<file path="src/logic/irq_mask_pkg.sv">
// Functional notes
// - Mid mask byte, read/write, resets zero.
// - Mid bit 4 gates reference input thirteen.
// - Mid bits 3..0 gate inputs twelve..nine.
// - Masked-off events never raise an interrupt.
// - High mask byte; bit 7 gates sync alarm.
// - High bit 5 gates phase monitor alarm.
// - High bit 4 gates second-path input failure.
package irq_mask_pkg;

	// Width of the byte address decoded on the register bus.
	localparam int unsigned ADDR_W = 8;
	// Register data width on the bus.
	localparam int unsigned DATA_W = 32;
	// Width of one mask byte.
	localparam int unsigned BYTE_W = 8;
	// Sticky status spans both mask bytes, high byte on top.
	localparam int unsigned STAT_W = 16;

	// Byte addresses of the registers.
	localparam logic [7:0] OFS_MASK_MID  = 8'h44;
	localparam logic [7:0] OFS_MASK_HIGH = 8'h48;
	localparam logic [7:0] OFS_STATUS    = 8'h50;
	localparam logic [7:0] OFS_CLEAR     = 8'h54;
	localparam logic [7:0] OFS_ENABLE    = 8'h58;

	// Reset values.
	localparam logic [7:0]  MASK_RESET   = 8'h00;
	localparam logic [15:0] STAT_RESET   = 16'h0000;
	localparam logic [15:0] ENABLE_RESET = 16'h0000;

	// Bit positions inside the mid mask byte.
	localparam int unsigned REF_NINE_BIT     = 0;
	localparam int unsigned REF_TEN_BIT      = 1;
	localparam int unsigned REF_ELEVEN_BIT   = 2;
	localparam int unsigned REF_TWELVE_BIT   = 3;
	localparam int unsigned REF_THIRTEEN_BIT = 4;

	// Bit positions inside the high mask byte.
	localparam int unsigned SYNC_ALARM_BIT   = 7;
	localparam int unsigned PATH_STATUS_BIT  = 6;
	localparam int unsigned PHASE_ALARM_BIT  = 5;
	localparam int unsigned PATH_FAIL_BIT    = 4;
	localparam int unsigned CODE_VIOL_BIT    = 3;
	localparam int unsigned SIGNAL_LOSS_BIT  = 2;

	// Offset of the high byte inside the status word.
	localparam int unsigned HIGH_BASE = 8;

	// Bus responses.
	localparam logic [1:0] RESP_OKAY   = 2'h0;
	localparam logic [1:0] RESP_SLVERR = 2'h2;

	// Event pulses from the reference inputs nine to thirteen.
	typedef struct packed {
		logic thirteen;
		logic twelve;
		logic eleven;
		logic ten;
		logic nine;
	} ref_events_t;

	// Event pulses from the high-byte sources.
	typedef struct packed {
		logic external_sync_alarm;
		logic second_path_status;
		logic phase_monitor_alarm;
		logic second_path_input_fail;
		logic input_two_coding_violation;
		logic input_two_signal_loss;
	} high_events_t;

	// Write channel states, one-hot.
	typedef enum logic [1:0] {
		WR_COLLECT = 2'h1,
		WR_RESPOND = 2'h2
	} wr_state_t;

	// Read channel states, one-hot.
	typedef enum logic [1:0] {
		RD_IDLE    = 2'h1,
		RD_RESPOND = 2'h2
	} rd_state_t;

endpackage : irq_mask_pkg

</file>
<file path="src/logic/irq_event_latch.sv">
`timescale 1ns/1ns
// Sticky event flags, one per status bit.
module irq_event_latch
(
	input  wire logic                             clk_sys,    // System clock.
	input  wire logic                             srst,       // Synchronous reset.
	input  wire logic [irq_mask_pkg::STAT_W-1:0]  set_req,    // Gated event pulses.
	input  wire logic [irq_mask_pkg::STAT_W-1:0]  clear_req,  // Software clear pulses.
	output logic      [irq_mask_pkg::STAT_W-1:0]  status      // Latched flags.
);

	// Each flag holds until software clears it. A set that lands in the
	// same cycle as the clear wins, so no event is ever dropped.
	for (genvar i = 0; i < irq_mask_pkg::STAT_W; i++)
	begin : g_flag
		always_ff @(posedge clk_sys)
		begin
			if (srst)
			begin
				status[i] <= irq_mask_pkg::STAT_RESET[i];
			end
			else if (set_req[i])
			begin
				status[i] <= 1'b1;
			end
			else if (clear_req[i])
			begin
				status[i] <= 1'b0;
			end
		end
	end

endmodule : irq_event_latch

</file>
<file path="src/logic/interrupt_mask_bits_mid_high.sv">
// Local design decision: the AXI4-Lite slave port.
`timescale 1ns/1ns
// Interrupt mask bytes for reference inputs nine to thirteen and the
// high-byte alarm sources, with sticky status behind an AXI4-Lite slave.
module interrupt_mask_bits_mid_high
(
	input  wire logic                               clk_sys,       // System clock.
	input  wire logic                               srst,          // Synchronous reset.
	// Write address channel.
	input  wire logic [irq_mask_pkg::ADDR_W-1:0]    s_axi_awaddr,  // Write byte address.
	input  wire logic                               s_axi_awvalid, // Write address valid.
	output logic                                    s_axi_awready, // Write address taken.
	// Write data channel.
	input  wire logic [irq_mask_pkg::DATA_W-1:0]    s_axi_wdata,   // Write data.
	input  wire logic [3:0]                         s_axi_wstrb,   // Byte enables.
	input  wire logic                               s_axi_wvalid,  // Write data valid.
	output logic                                    s_axi_wready,  // Write data taken.
	// Write response channel.
	output logic [1:0]                              s_axi_bresp,   // Write response.
	output logic                                    s_axi_bvalid,  // Response valid.
	input  wire logic                               s_axi_bready,  // Response taken.
	// Read address channel.
	input  wire logic [irq_mask_pkg::ADDR_W-1:0]    s_axi_araddr,  // Read byte address.
	input  wire logic                               s_axi_arvalid, // Read address valid.
	output logic                                    s_axi_arready, // Read address taken.
	// Read data channel.
	output logic [irq_mask_pkg::DATA_W-1:0]         s_axi_rdata,   // Read data.
	output logic [1:0]                              s_axi_rresp,   // Read response.
	output logic                                    s_axi_rvalid,  // Read data valid.
	input  wire logic                               s_axi_rready,  // Read data taken.
	// Event sources.
	input  wire irq_mask_pkg::ref_events_t          ref_event,     // Reference input events.
	input  wire irq_mask_pkg::high_events_t         high_event,    // High-byte source events.
	// Mask bytes for use elsewhere in the device.
	output logic [irq_mask_pkg::BYTE_W-1:0]         mask_mid,      // Mask bits 15..8.
	output logic [irq_mask_pkg::BYTE_W-1:0]         mask_high,     // Mask bits 23..16.
	// Interrupt request, active high level.
	output logic                                    irq
);

	// Stored mask bytes; the output ports are these flops directly.
	logic [irq_mask_pkg::BYTE_W-1:0] mid_byte;   // Mid mask byte.
	logic [irq_mask_pkg::BYTE_W-1:0] high_byte;  // High mask byte.

	// Interrupt enable over the status layout.
	logic [irq_mask_pkg::STAT_W-1:0] irq_enable;

	// Sticky status and its inputs.
	logic [irq_mask_pkg::STAT_W-1:0] status;     // Latched flags.
	logic [irq_mask_pkg::STAT_W-1:0] raw_event;  // Events in status layout.
	logic [irq_mask_pkg::STAT_W-1:0] gated;      // Events that pass the masks.
	logic [irq_mask_pkg::STAT_W-1:0] clear_req;  // One-cycle clear pulses.

	// Write channel bookkeeping.
	irq_mask_pkg::wr_state_t          wr_state;  // Write channel state.
	logic                            aw_held;   // Address captured.
	logic                            w_held;    // Data captured.
	logic [irq_mask_pkg::ADDR_W-1:0] aw_addr;   // Captured write address.
	logic [irq_mask_pkg::DATA_W-1:0] w_data;    // Captured write data.
	logic                            w_lane0;   // Byte lane zero enabled.
	logic                            w_lane1;   // Byte lane one enabled.
	logic                            wr_fire;   // Both halves present: commit.

	// Read channel bookkeeping.
	irq_mask_pkg::rd_state_t          rd_state;  // Read channel state.
	logic                            ar_fire;   // Read address handshake.

	// Decoded write targets.
	logic                            wr_mid;    // Write hits the mid mask.
	logic                            wr_high;   // Write hits the high mask.
	logic                            wr_clear;  // Write hits the clear register.
	logic                            wr_enable; // Write hits the enable register.
	logic                            wr_known;  // Write address is mapped.

	// Commit happens once both address and data sit in the holding flops.
	assign wr_fire = (wr_state == irq_mask_pkg::WR_COLLECT) && aw_held && w_held;
	assign ar_fire = s_axi_arvalid && s_axi_arready;

	// Address decode of the captured write. Only lane zero carries the
	// byte-wide registers, so a write with that lane off leaves them alone.
	always_comb
	begin
		wr_mid    = (aw_addr == irq_mask_pkg::OFS_MASK_MID);
		wr_high   = (aw_addr == irq_mask_pkg::OFS_MASK_HIGH);
		wr_clear  = (aw_addr == irq_mask_pkg::OFS_CLEAR);
		wr_enable = (aw_addr == irq_mask_pkg::OFS_ENABLE);
		wr_known  = wr_mid || wr_high || wr_clear || wr_enable ||
		            (aw_addr == irq_mask_pkg::OFS_STATUS);
	end

	// Write address capture. The ready drops once an address is held,
	// which throttles the master to one write in flight.
	always_ff @(posedge clk_sys)
	begin
		if (srst)
		begin
			aw_held       <= 1'b0;
			aw_addr       <= '0;
			s_axi_awready <= 1'b1;
		end
		else if (s_axi_awvalid && s_axi_awready)
		begin
			aw_held       <= 1'b1;
			aw_addr       <= s_axi_awaddr;
			s_axi_awready <= 1'b0;
		end
		else if (wr_fire)
		begin
			// The address is consumed; ready stays low until the response.
			aw_held <= 1'b0;
		end
		else if (s_axi_bvalid && s_axi_bready)
		begin
			s_axi_awready <= 1'b1;
		end
	end

	// Write data capture, independent of the address so either may come first.
	always_ff @(posedge clk_sys)
	begin
		if (srst)
		begin
			w_held       <= 1'b0;
			w_data       <= '0;
			w_lane0      <= 1'b0;
			s_axi_wready <= 1'b1;
		end
		else if (s_axi_wvalid && s_axi_wready)
		begin
			w_held       <= 1'b1;
			w_data       <= s_axi_wdata;
			w_lane0      <= s_axi_wstrb[0];
			s_axi_wready <= 1'b0;
		end
		else if (wr_fire)
		begin
			w_held <= 1'b0;
		end
		else if (s_axi_bvalid && s_axi_bready)
		begin
			s_axi_wready <= 1'b1;
		end
	end

	// Write channel state and response. Unmapped addresses answer with a
	// slave error and change nothing.
	always_ff @(posedge clk_sys)
	begin
		if (srst)
		begin
			wr_state     <= irq_mask_pkg::WR_COLLECT;
			s_axi_bvalid <= 1'b0;
			s_axi_bresp  <= irq_mask_pkg::RESP_OKAY;
		end
		else
		begin
			case (wr_state)
				irq_mask_pkg::WR_COLLECT:
				begin
					if (wr_fire)
					begin
						s_axi_bvalid <= 1'b1;
						s_axi_bresp  <= wr_known ? irq_mask_pkg::RESP_OKAY
						                         : irq_mask_pkg::RESP_SLVERR;
						wr_state     <= irq_mask_pkg::WR_RESPOND;
					end
				end
				irq_mask_pkg::WR_RESPOND:
				begin
					// Hold the response until the master accepts it.
					if (s_axi_bready)
					begin
						s_axi_bvalid <= 1'b0;
						wr_state     <= irq_mask_pkg::WR_COLLECT;
					end
				end
				default:
				begin
					// Recover from an illegal code by dropping back to idle.
					s_axi_bvalid <= 1'b0;
					wr_state     <= irq_mask_pkg::WR_COLLECT;
				end
			endcase
		end
	end

	// Mid mask byte: all eight bits are stored, although only the low five
	// gate sources handled here; the upper three serve other blocks.
	always_ff @(posedge clk_sys)
	begin
		if (srst)
		begin
			mid_byte <= irq_mask_pkg::MASK_RESET;
		end
		else if (wr_fire && wr_mid && w_lane0)
		begin
			mid_byte <= w_data[irq_mask_pkg::BYTE_W-1:0];
		end
	end

	// High mask byte: bits 1 and 0 are stored for the other AMI input.
	always_ff @(posedge clk_sys)
	begin
		if (srst)
		begin
			high_byte <= irq_mask_pkg::MASK_RESET;
		end
		else if (wr_fire && wr_high && w_lane0)
		begin
			high_byte <= w_data[irq_mask_pkg::BYTE_W-1:0];
		end
	end

	// Interrupt enable, lanes zero and one cover the sixteen status bits.
	always_ff @(posedge clk_sys)
	begin
		if (srst)
		begin
			irq_enable <= irq_mask_pkg::ENABLE_RESET;
		end
		else if (wr_fire && wr_enable)
		begin
			if (w_lane0)
			begin
				irq_enable[7:0] <= w_data[7:0];
			end
			if (w_lane1)
			begin
				irq_enable[15:8] <= w_data[15:8];
			end
		end
	end

	// Lane one enable is captured beside lane zero.
	always_ff @(posedge clk_sys)
	begin
		if (srst)
		begin
			w_lane1 <= 1'b0;
		end
		else if (s_axi_wvalid && s_axi_wready)
		begin
			w_lane1 <= s_axi_wstrb[1];
		end
	end

	// Clear pulses last exactly the commit cycle; write-one-to-clear.
	always_comb
	begin
		clear_req = '0;
		if (wr_fire && wr_clear)
		begin
			clear_req = w_data[irq_mask_pkg::STAT_W-1:0];
		end
	end

	// Place each source on its status bit, matching the mask layout.
	always_comb
	begin
		raw_event = '0;
		raw_event[irq_mask_pkg::REF_NINE_BIT]     = ref_event.nine;
		raw_event[irq_mask_pkg::REF_TEN_BIT]      = ref_event.ten;
		raw_event[irq_mask_pkg::REF_ELEVEN_BIT]   = ref_event.eleven;
		raw_event[irq_mask_pkg::REF_TWELVE_BIT]   = ref_event.twelve;
		raw_event[irq_mask_pkg::REF_THIRTEEN_BIT] = ref_event.thirteen;
		raw_event[irq_mask_pkg::HIGH_BASE + irq_mask_pkg::SYNC_ALARM_BIT] =
			high_event.external_sync_alarm;
		raw_event[irq_mask_pkg::HIGH_BASE + irq_mask_pkg::PATH_STATUS_BIT] =
			high_event.second_path_status;
		raw_event[irq_mask_pkg::HIGH_BASE + irq_mask_pkg::PHASE_ALARM_BIT] =
			high_event.phase_monitor_alarm;
		raw_event[irq_mask_pkg::HIGH_BASE + irq_mask_pkg::PATH_FAIL_BIT] =
			high_event.second_path_input_fail;
		raw_event[irq_mask_pkg::HIGH_BASE + irq_mask_pkg::CODE_VIOL_BIT] =
			high_event.input_two_coding_violation;
		raw_event[irq_mask_pkg::HIGH_BASE + irq_mask_pkg::SIGNAL_LOSS_BIT] =
			high_event.input_two_signal_loss;
	end

	// Gate at the point of capture, not at the output: an event seen while
	// its mask is zero is simply forgotten, so unmasking later cannot
	// resurrect it. The trade-off is that software cannot poll masked events.
	always_comb
	begin
		gated = raw_event & {high_byte, mid_byte};
		// Reference inputs thirteen down to nine follow mid bits 4..0.
		gated[irq_mask_pkg::REF_THIRTEEN_BIT] = raw_event[irq_mask_pkg::REF_THIRTEEN_BIT] &
			mid_byte[irq_mask_pkg::REF_THIRTEEN_BIT];
		gated[irq_mask_pkg::REF_TWELVE_BIT:irq_mask_pkg::REF_NINE_BIT] =
			raw_event[irq_mask_pkg::REF_TWELVE_BIT:irq_mask_pkg::REF_NINE_BIT] &
			mid_byte[irq_mask_pkg::REF_TWELVE_BIT:irq_mask_pkg::REF_NINE_BIT];
		gated[irq_mask_pkg::HIGH_BASE + irq_mask_pkg::SYNC_ALARM_BIT] =
			high_event.external_sync_alarm &
			high_byte[irq_mask_pkg::SYNC_ALARM_BIT];
		gated[irq_mask_pkg::HIGH_BASE + irq_mask_pkg::PHASE_ALARM_BIT] =
			high_event.phase_monitor_alarm &
			high_byte[irq_mask_pkg::PHASE_ALARM_BIT];
		gated[irq_mask_pkg::HIGH_BASE + irq_mask_pkg::PATH_FAIL_BIT] =
			high_event.second_path_input_fail &
			high_byte[irq_mask_pkg::PATH_FAIL_BIT];
		gated[irq_mask_pkg::HIGH_BASE + irq_mask_pkg::PATH_STATUS_BIT] =
			high_event.second_path_status &
			high_byte[irq_mask_pkg::PATH_STATUS_BIT];
		gated[irq_mask_pkg::HIGH_BASE + irq_mask_pkg::CODE_VIOL_BIT] =
			high_event.input_two_coding_violation &
			high_byte[irq_mask_pkg::CODE_VIOL_BIT];
		gated[irq_mask_pkg::HIGH_BASE + irq_mask_pkg::SIGNAL_LOSS_BIT] =
			high_event.input_two_signal_loss &
			high_byte[irq_mask_pkg::SIGNAL_LOSS_BIT];
	end

	// Sticky flags; set wins over a simultaneous clear.
	irq_event_latch u_latch
	(
		.clk_sys   (clk_sys),
		.srst      (srst),
		.set_req   (gated),
		.clear_req (clear_req),
		.status    (status)
	);

	// Interrupt level, registered so the pin is glitch free; it trails the
	// status by one cycle.
	always_ff @(posedge clk_sys)
	begin
		if (srst)
		begin
			irq <= 1'b0;
		end
		else
		begin
			irq <= |(status & irq_enable);
		end
	end

	// Read channel. One read in flight; data and response held until taken.
	always_ff @(posedge clk_sys)
	begin
		if (srst)
		begin
			rd_state      <= irq_mask_pkg::RD_IDLE;
			s_axi_arready <= 1'b1;
			s_axi_rvalid  <= 1'b0;
			s_axi_rdata   <= '0;
			s_axi_rresp   <= irq_mask_pkg::RESP_OKAY;
		end
		else
		begin
			case (rd_state)
				irq_mask_pkg::RD_IDLE:
				begin
					if (ar_fire)
					begin
						s_axi_arready <= 1'b0;
						s_axi_rvalid  <= 1'b1;
						s_axi_rresp   <= irq_mask_pkg::RESP_OKAY;
						rd_state      <= irq_mask_pkg::RD_RESPOND;
						// Narrow registers sit in the low bits, rest reads zero.
						case (s_axi_araddr)
							irq_mask_pkg::OFS_MASK_MID:  s_axi_rdata <= {24'h000000, mid_byte};
							irq_mask_pkg::OFS_MASK_HIGH: s_axi_rdata <= {24'h000000, high_byte};
							irq_mask_pkg::OFS_STATUS:    s_axi_rdata <= {16'h0000, status};
							irq_mask_pkg::OFS_ENABLE:    s_axi_rdata <= {16'h0000, irq_enable};
							// The clear register is write-only and reads as zero.
							irq_mask_pkg::OFS_CLEAR:     s_axi_rdata <= '0;
							default:
							begin
								s_axi_rdata <= '0;
								s_axi_rresp <= irq_mask_pkg::RESP_SLVERR;
							end
						endcase
					end
				end
				irq_mask_pkg::RD_RESPOND:
				begin
					if (s_axi_rready)
					begin
						s_axi_rvalid  <= 1'b0;
						s_axi_arready <= 1'b1;
						rd_state      <= irq_mask_pkg::RD_IDLE;
					end
				end
				default:
				begin
					s_axi_rvalid  <= 1'b0;
					s_axi_arready <= 1'b1;
					rd_state      <= irq_mask_pkg::RD_IDLE;
				end
			endcase
		end
	end

	// Mask bytes leave the block straight from their flops.
	assign mask_mid  = mid_byte;
	assign mask_high = high_byte;

endmodule : interrupt_mask_bits_mid_high

</file>
<file path="config.mk">
export PLATFORM = sky130hd
export DESIGN_NAME = interrupt_mask_bits_mid_high
export DESIGN_NICKNAME = d
export VERILOG_FILES = /design/src/logic/irq_mask_pkg.sv /design/src/logic/irq_event_latch.sv /design/src/logic/interrupt_mask_bits_mid_high.sv
export SDC_FILE = /design/constraint.sdc
export NUM_CORES = 1
export LEC_CHECK = 0
export BUFFER_PORTS_ARGS = -buffer_cell sky130_fd_sc_hd__buf_4
export CELL_PAD_IN_SITES_DETAIL_PLACEMENT = 0
export CELL_PAD_IN_SITES_GLOBAL_PLACEMENT = 1
export CORE_MARGIN = 2
export CORE_UTILIZATION = 43
export CTS_BUF_LIST = sky130_fd_sc_hd__clkbuf_8
export CTS_CLUSTER_SIZE = 20
export DETAILED_ROUTE_END_ITERATION = 10
export PLACE_DENSITY = 0.95
export SLEW_MARGIN = 15
export SYNTH_ARGS = -nofsm -noshare
export SYNTH_HDL_FRONTEND = slang
export SYNTH_HIERARCHICAL = 1
export SYNTH_SLANG_ARGS = --single-unit
</file>
<file path="constraint.sdc">
create_clock -name clk_sys -period 2.92 [get_ports clk_sys]
set_input_delay 0.584 -clock clk_sys [delete_from_list [all_inputs] [get_ports clk_sys]]
set_output_delay 0.584 -clock clk_sys [all_outputs]
set_load 0.05 [all_outputs]
</file>
==> flow_summary_export.csv <==
group,metric,value,unit
job,drv_cap,0,
worst_setup_path,max_stage_delay,0.60,ns
clocking,cts_tree,"done",
placed_design,dp_hpwl,7.50,mm
floorplanning,coreArea,10300,sq um
cells_and_area,nets,661,
power,total_power,2.58,mW
timing,rsz0062_at_grt,"no",
logic_synthesis,synth_async_sr_flop_share,0,%
floorplanning,ios,128,
cells_and_area,fin_area,5390,sq um
worst_setup_path,cp_max_fo,8,
logic_synthesis,ys.warnings.count,6,
clocking,postCtsSetupRepairBufs,0,
floorplanning,die_area,11400,sq um
cells_and_area,syn_to_final_growth,19.2,%
global_route,grt_pass1_vias,3331,
worst_setup_path,path_buf_inv,0,
drt,via_per_inst,4.99,
timing,fmax,0.507,GHz
worst_setup_path,crit_type,"reg2reg",
worst_setup_path,critPathRequiredTime,3.13,ns
global_route,overflow,0,
floorplanning,initial_core_util,44.0,%
logic_synthesis,dominantRegCellSynth,"dfxtp_1",
floorplanning,chipWidth,107,um
drt,drt_pass1_iterations,4,
timing,holdWs,0.457,ns
drt,final_antenna_net_count,0,
global_route,antenna_found_initial,0,
drt,routed-via-count,3651,
cells_and_area,drive_gt1_share,20.7,%
clocking,worstSkewPairLatency,0.35,ns
logic_synthesis,yosysUniqueCellTypes,42,
timing,fin_ws,0.949,ns
power,p_leak,2.32,nW
logic_synthesis,avgSynthCellArea,8.87,sq um
timing,setup_violations,0,
drt,wl,10.2,mm
logic_synthesis,yosysMostFrequentCell,"dfxtp_1",
drt,route.detailed.drc,0,
worst_setup_path,cpLargestDelayFamily,"simple AND/OR/NAND/NOR gates",
power,powerDensity,479,nW/um^2
timing,drv_slew,0,
placed_design,place_congestion,0.848,
timing,clock_skew,0.0132,ns
logic_synthesis,synth-seq-cells,101,
drt,drt_first_iter_violations,171,
placed_design,post-place-ws,0.894,ns
drt,wl_per_cell,14.0,um
worst_setup_path,cp_cell_sequence,"and4b_1, nand4b_1, mux2i_1, nor2_1",
outcome,status,"completed",
clocking,clk_pin_slew_worst_paths,0.10,ns
floorplanning,rows,37,
logic_synthesis,synth.top_cells.by_count,"101 x dfxtp_1, 72 x nand2_1, 48 x mux2i_1",
min_path,hp-class,"reg2reg",
logic_synthesis,synth_area_leaders,"dfxtp_1 45%, mux2i_1 11%, nand2_1 6.0%",
timing,fin_crit,1.97,ns
worst_setup_path,startpoint_type,"register",
logic_synthesis,synth_area_leader_cell,"dfxtp_1",
clocking,cts_buffers,9,
logic_synthesis,synth_cells,510,
global_route,grt_usage,17.9,%
global_route,grt_max_degree,81,
logic_synthesis,synth_top_area_share,44.7,%
worst_setup_path,cpMaxStageDelayCell,"nand4b_1",
timing,period_share,67.5,%
logic_synthesis,ys_seq_area_share,44.7,%
cells_and_area,insertedDiodeCount,0,
floorplanning,die_h,107,um
cells_and_area,n_fill_cell,985,
clocking,cts_htree_levels,3,
clocking,cts_hold_buffers,0,
clocking,cts_resized,0,
clocking,cts.path.max_buffers,2,
timing,finalHoldViolations,0,
placed_design,io_buffers,91,
timing,slew_headroom,46.4,%
clocking,cts_root_buffer,"clkbuf_8",
clocking,cts_sinks,101,
placed_design,place_area,5200,sq um
worst_setup_path,endpoint_kind,"register",
timing,worstMarginPinSlew,0.804,ns
global_route,grt_pass1_wl,16.3,mm
timing,fin_tns_setup,0,ns
logic_synthesis,netlist_area,4520,sq um
logic_synthesis,synth_edf_count,0,
worst_setup_path,crit_arrival,2.18,ns
power,ir_drop,0.245,mV
[flip-flops by register name, indices dropped and copies added, names as in the netlist]
register	flops
aw_addr	8
aw_held	1
irq	1
irq_enable	16
mask_high	8
mask_mid	8
rd_state	1
s_axi_awready	1
s_axi_bresp	1
s_axi_bvalid	1
s_axi_rdata	16
s_axi_rresp	1
s_axi_rvalid	1
s_axi_wready	1
u_latch/status	16
w_data	16
w_held	1
w_lane0	1
w_lane1	1
wr_state	1
[cell families (layout without fill, tap and decap cells)]
family	after synthesis	count (layout)	share of synthesized area (%)
AOI/OAI and AO/OA	94	94	13.2
buffers and inverters	65	128	7.80
DFF	101	101	44.7
and+or+nand+nor	201	201	23.6
other	1	23	0.0829
muxes	48	48	10.6
[worst reg2reg max path, stage by stage, from the launching register on]
cell and delay (ns):
dfxtp_1 0.37, and4b_1 0.44, nand4b_1 0.60, mux2i_1 0.38, nor2_1 0.06
[layout make-up]
cell class	count	area (sq um)	share of cell area, %
multi-input cells	366	2230	41.4
well taps	136	170	3.16
clock buffers	10	138	2.55
flip-flops and latches	101	2020	37.5
clock inverters	5	53.8	0.998
inverters	19	71.3	1.32
repair buffers	94	706	13.1
[through the flow]
stage	std cells	util [%]
final	731	52.5
after global routing	731	52.5
after CTS	731	52.5
after detailed placement	716	50.6
after global placement	716	50.6
after floorplan	532	-
[worst paths after layout]
kind	from	to	slack, ns	cells past startpoint
worst min-delay path	s_axi_rdata[9]	s_axi_rdata[9]	0.46	2
worst max register to register	s_axi_bvalid	mask_mid[6]	0.95	4
worst max-delay path	s_axi_bvalid	mask_mid[6]	0.95	4
worst min register to register	s_axi_rdata[9]	s_axi_rdata[9]	0.46	2
[cells in the final DEF, fill, tap and decap left out, types with 3 or more instances in the layout]
cell type  instances
or3_1              8
a21oi_1           45
nor2_1            31
conb_1            23
o22a_1             8
clkbuf_8          10
and2_1            29
nor3_1             4
o21ai_0           10
nand2_1           72
mux2i_1           48
a22oi_1           10
inv_1             21
nand2b_1          33
a22o_1             3
nand4b_1           4
dfxtp_1          101
a221oi_1           3
a21oi_2           10
buf_4             94
[metal layers]
metal  track usage [%]  vias up  wire length, um
li1                  -     1835                -
met1              24.6     1682             4650
met2              28.2      118             4760
met3              3.16       16              559
met4              6.59        0              227
met5                 0        -                0
[power by group]
part	switching [mW]	internal (mW)	leakage, nW
sequential	0.0346	1.41	0.821
combinational	0.176	0.0979	1.40
clock	0.449	0.411	0.101
(Power assumes the default switching activity.)
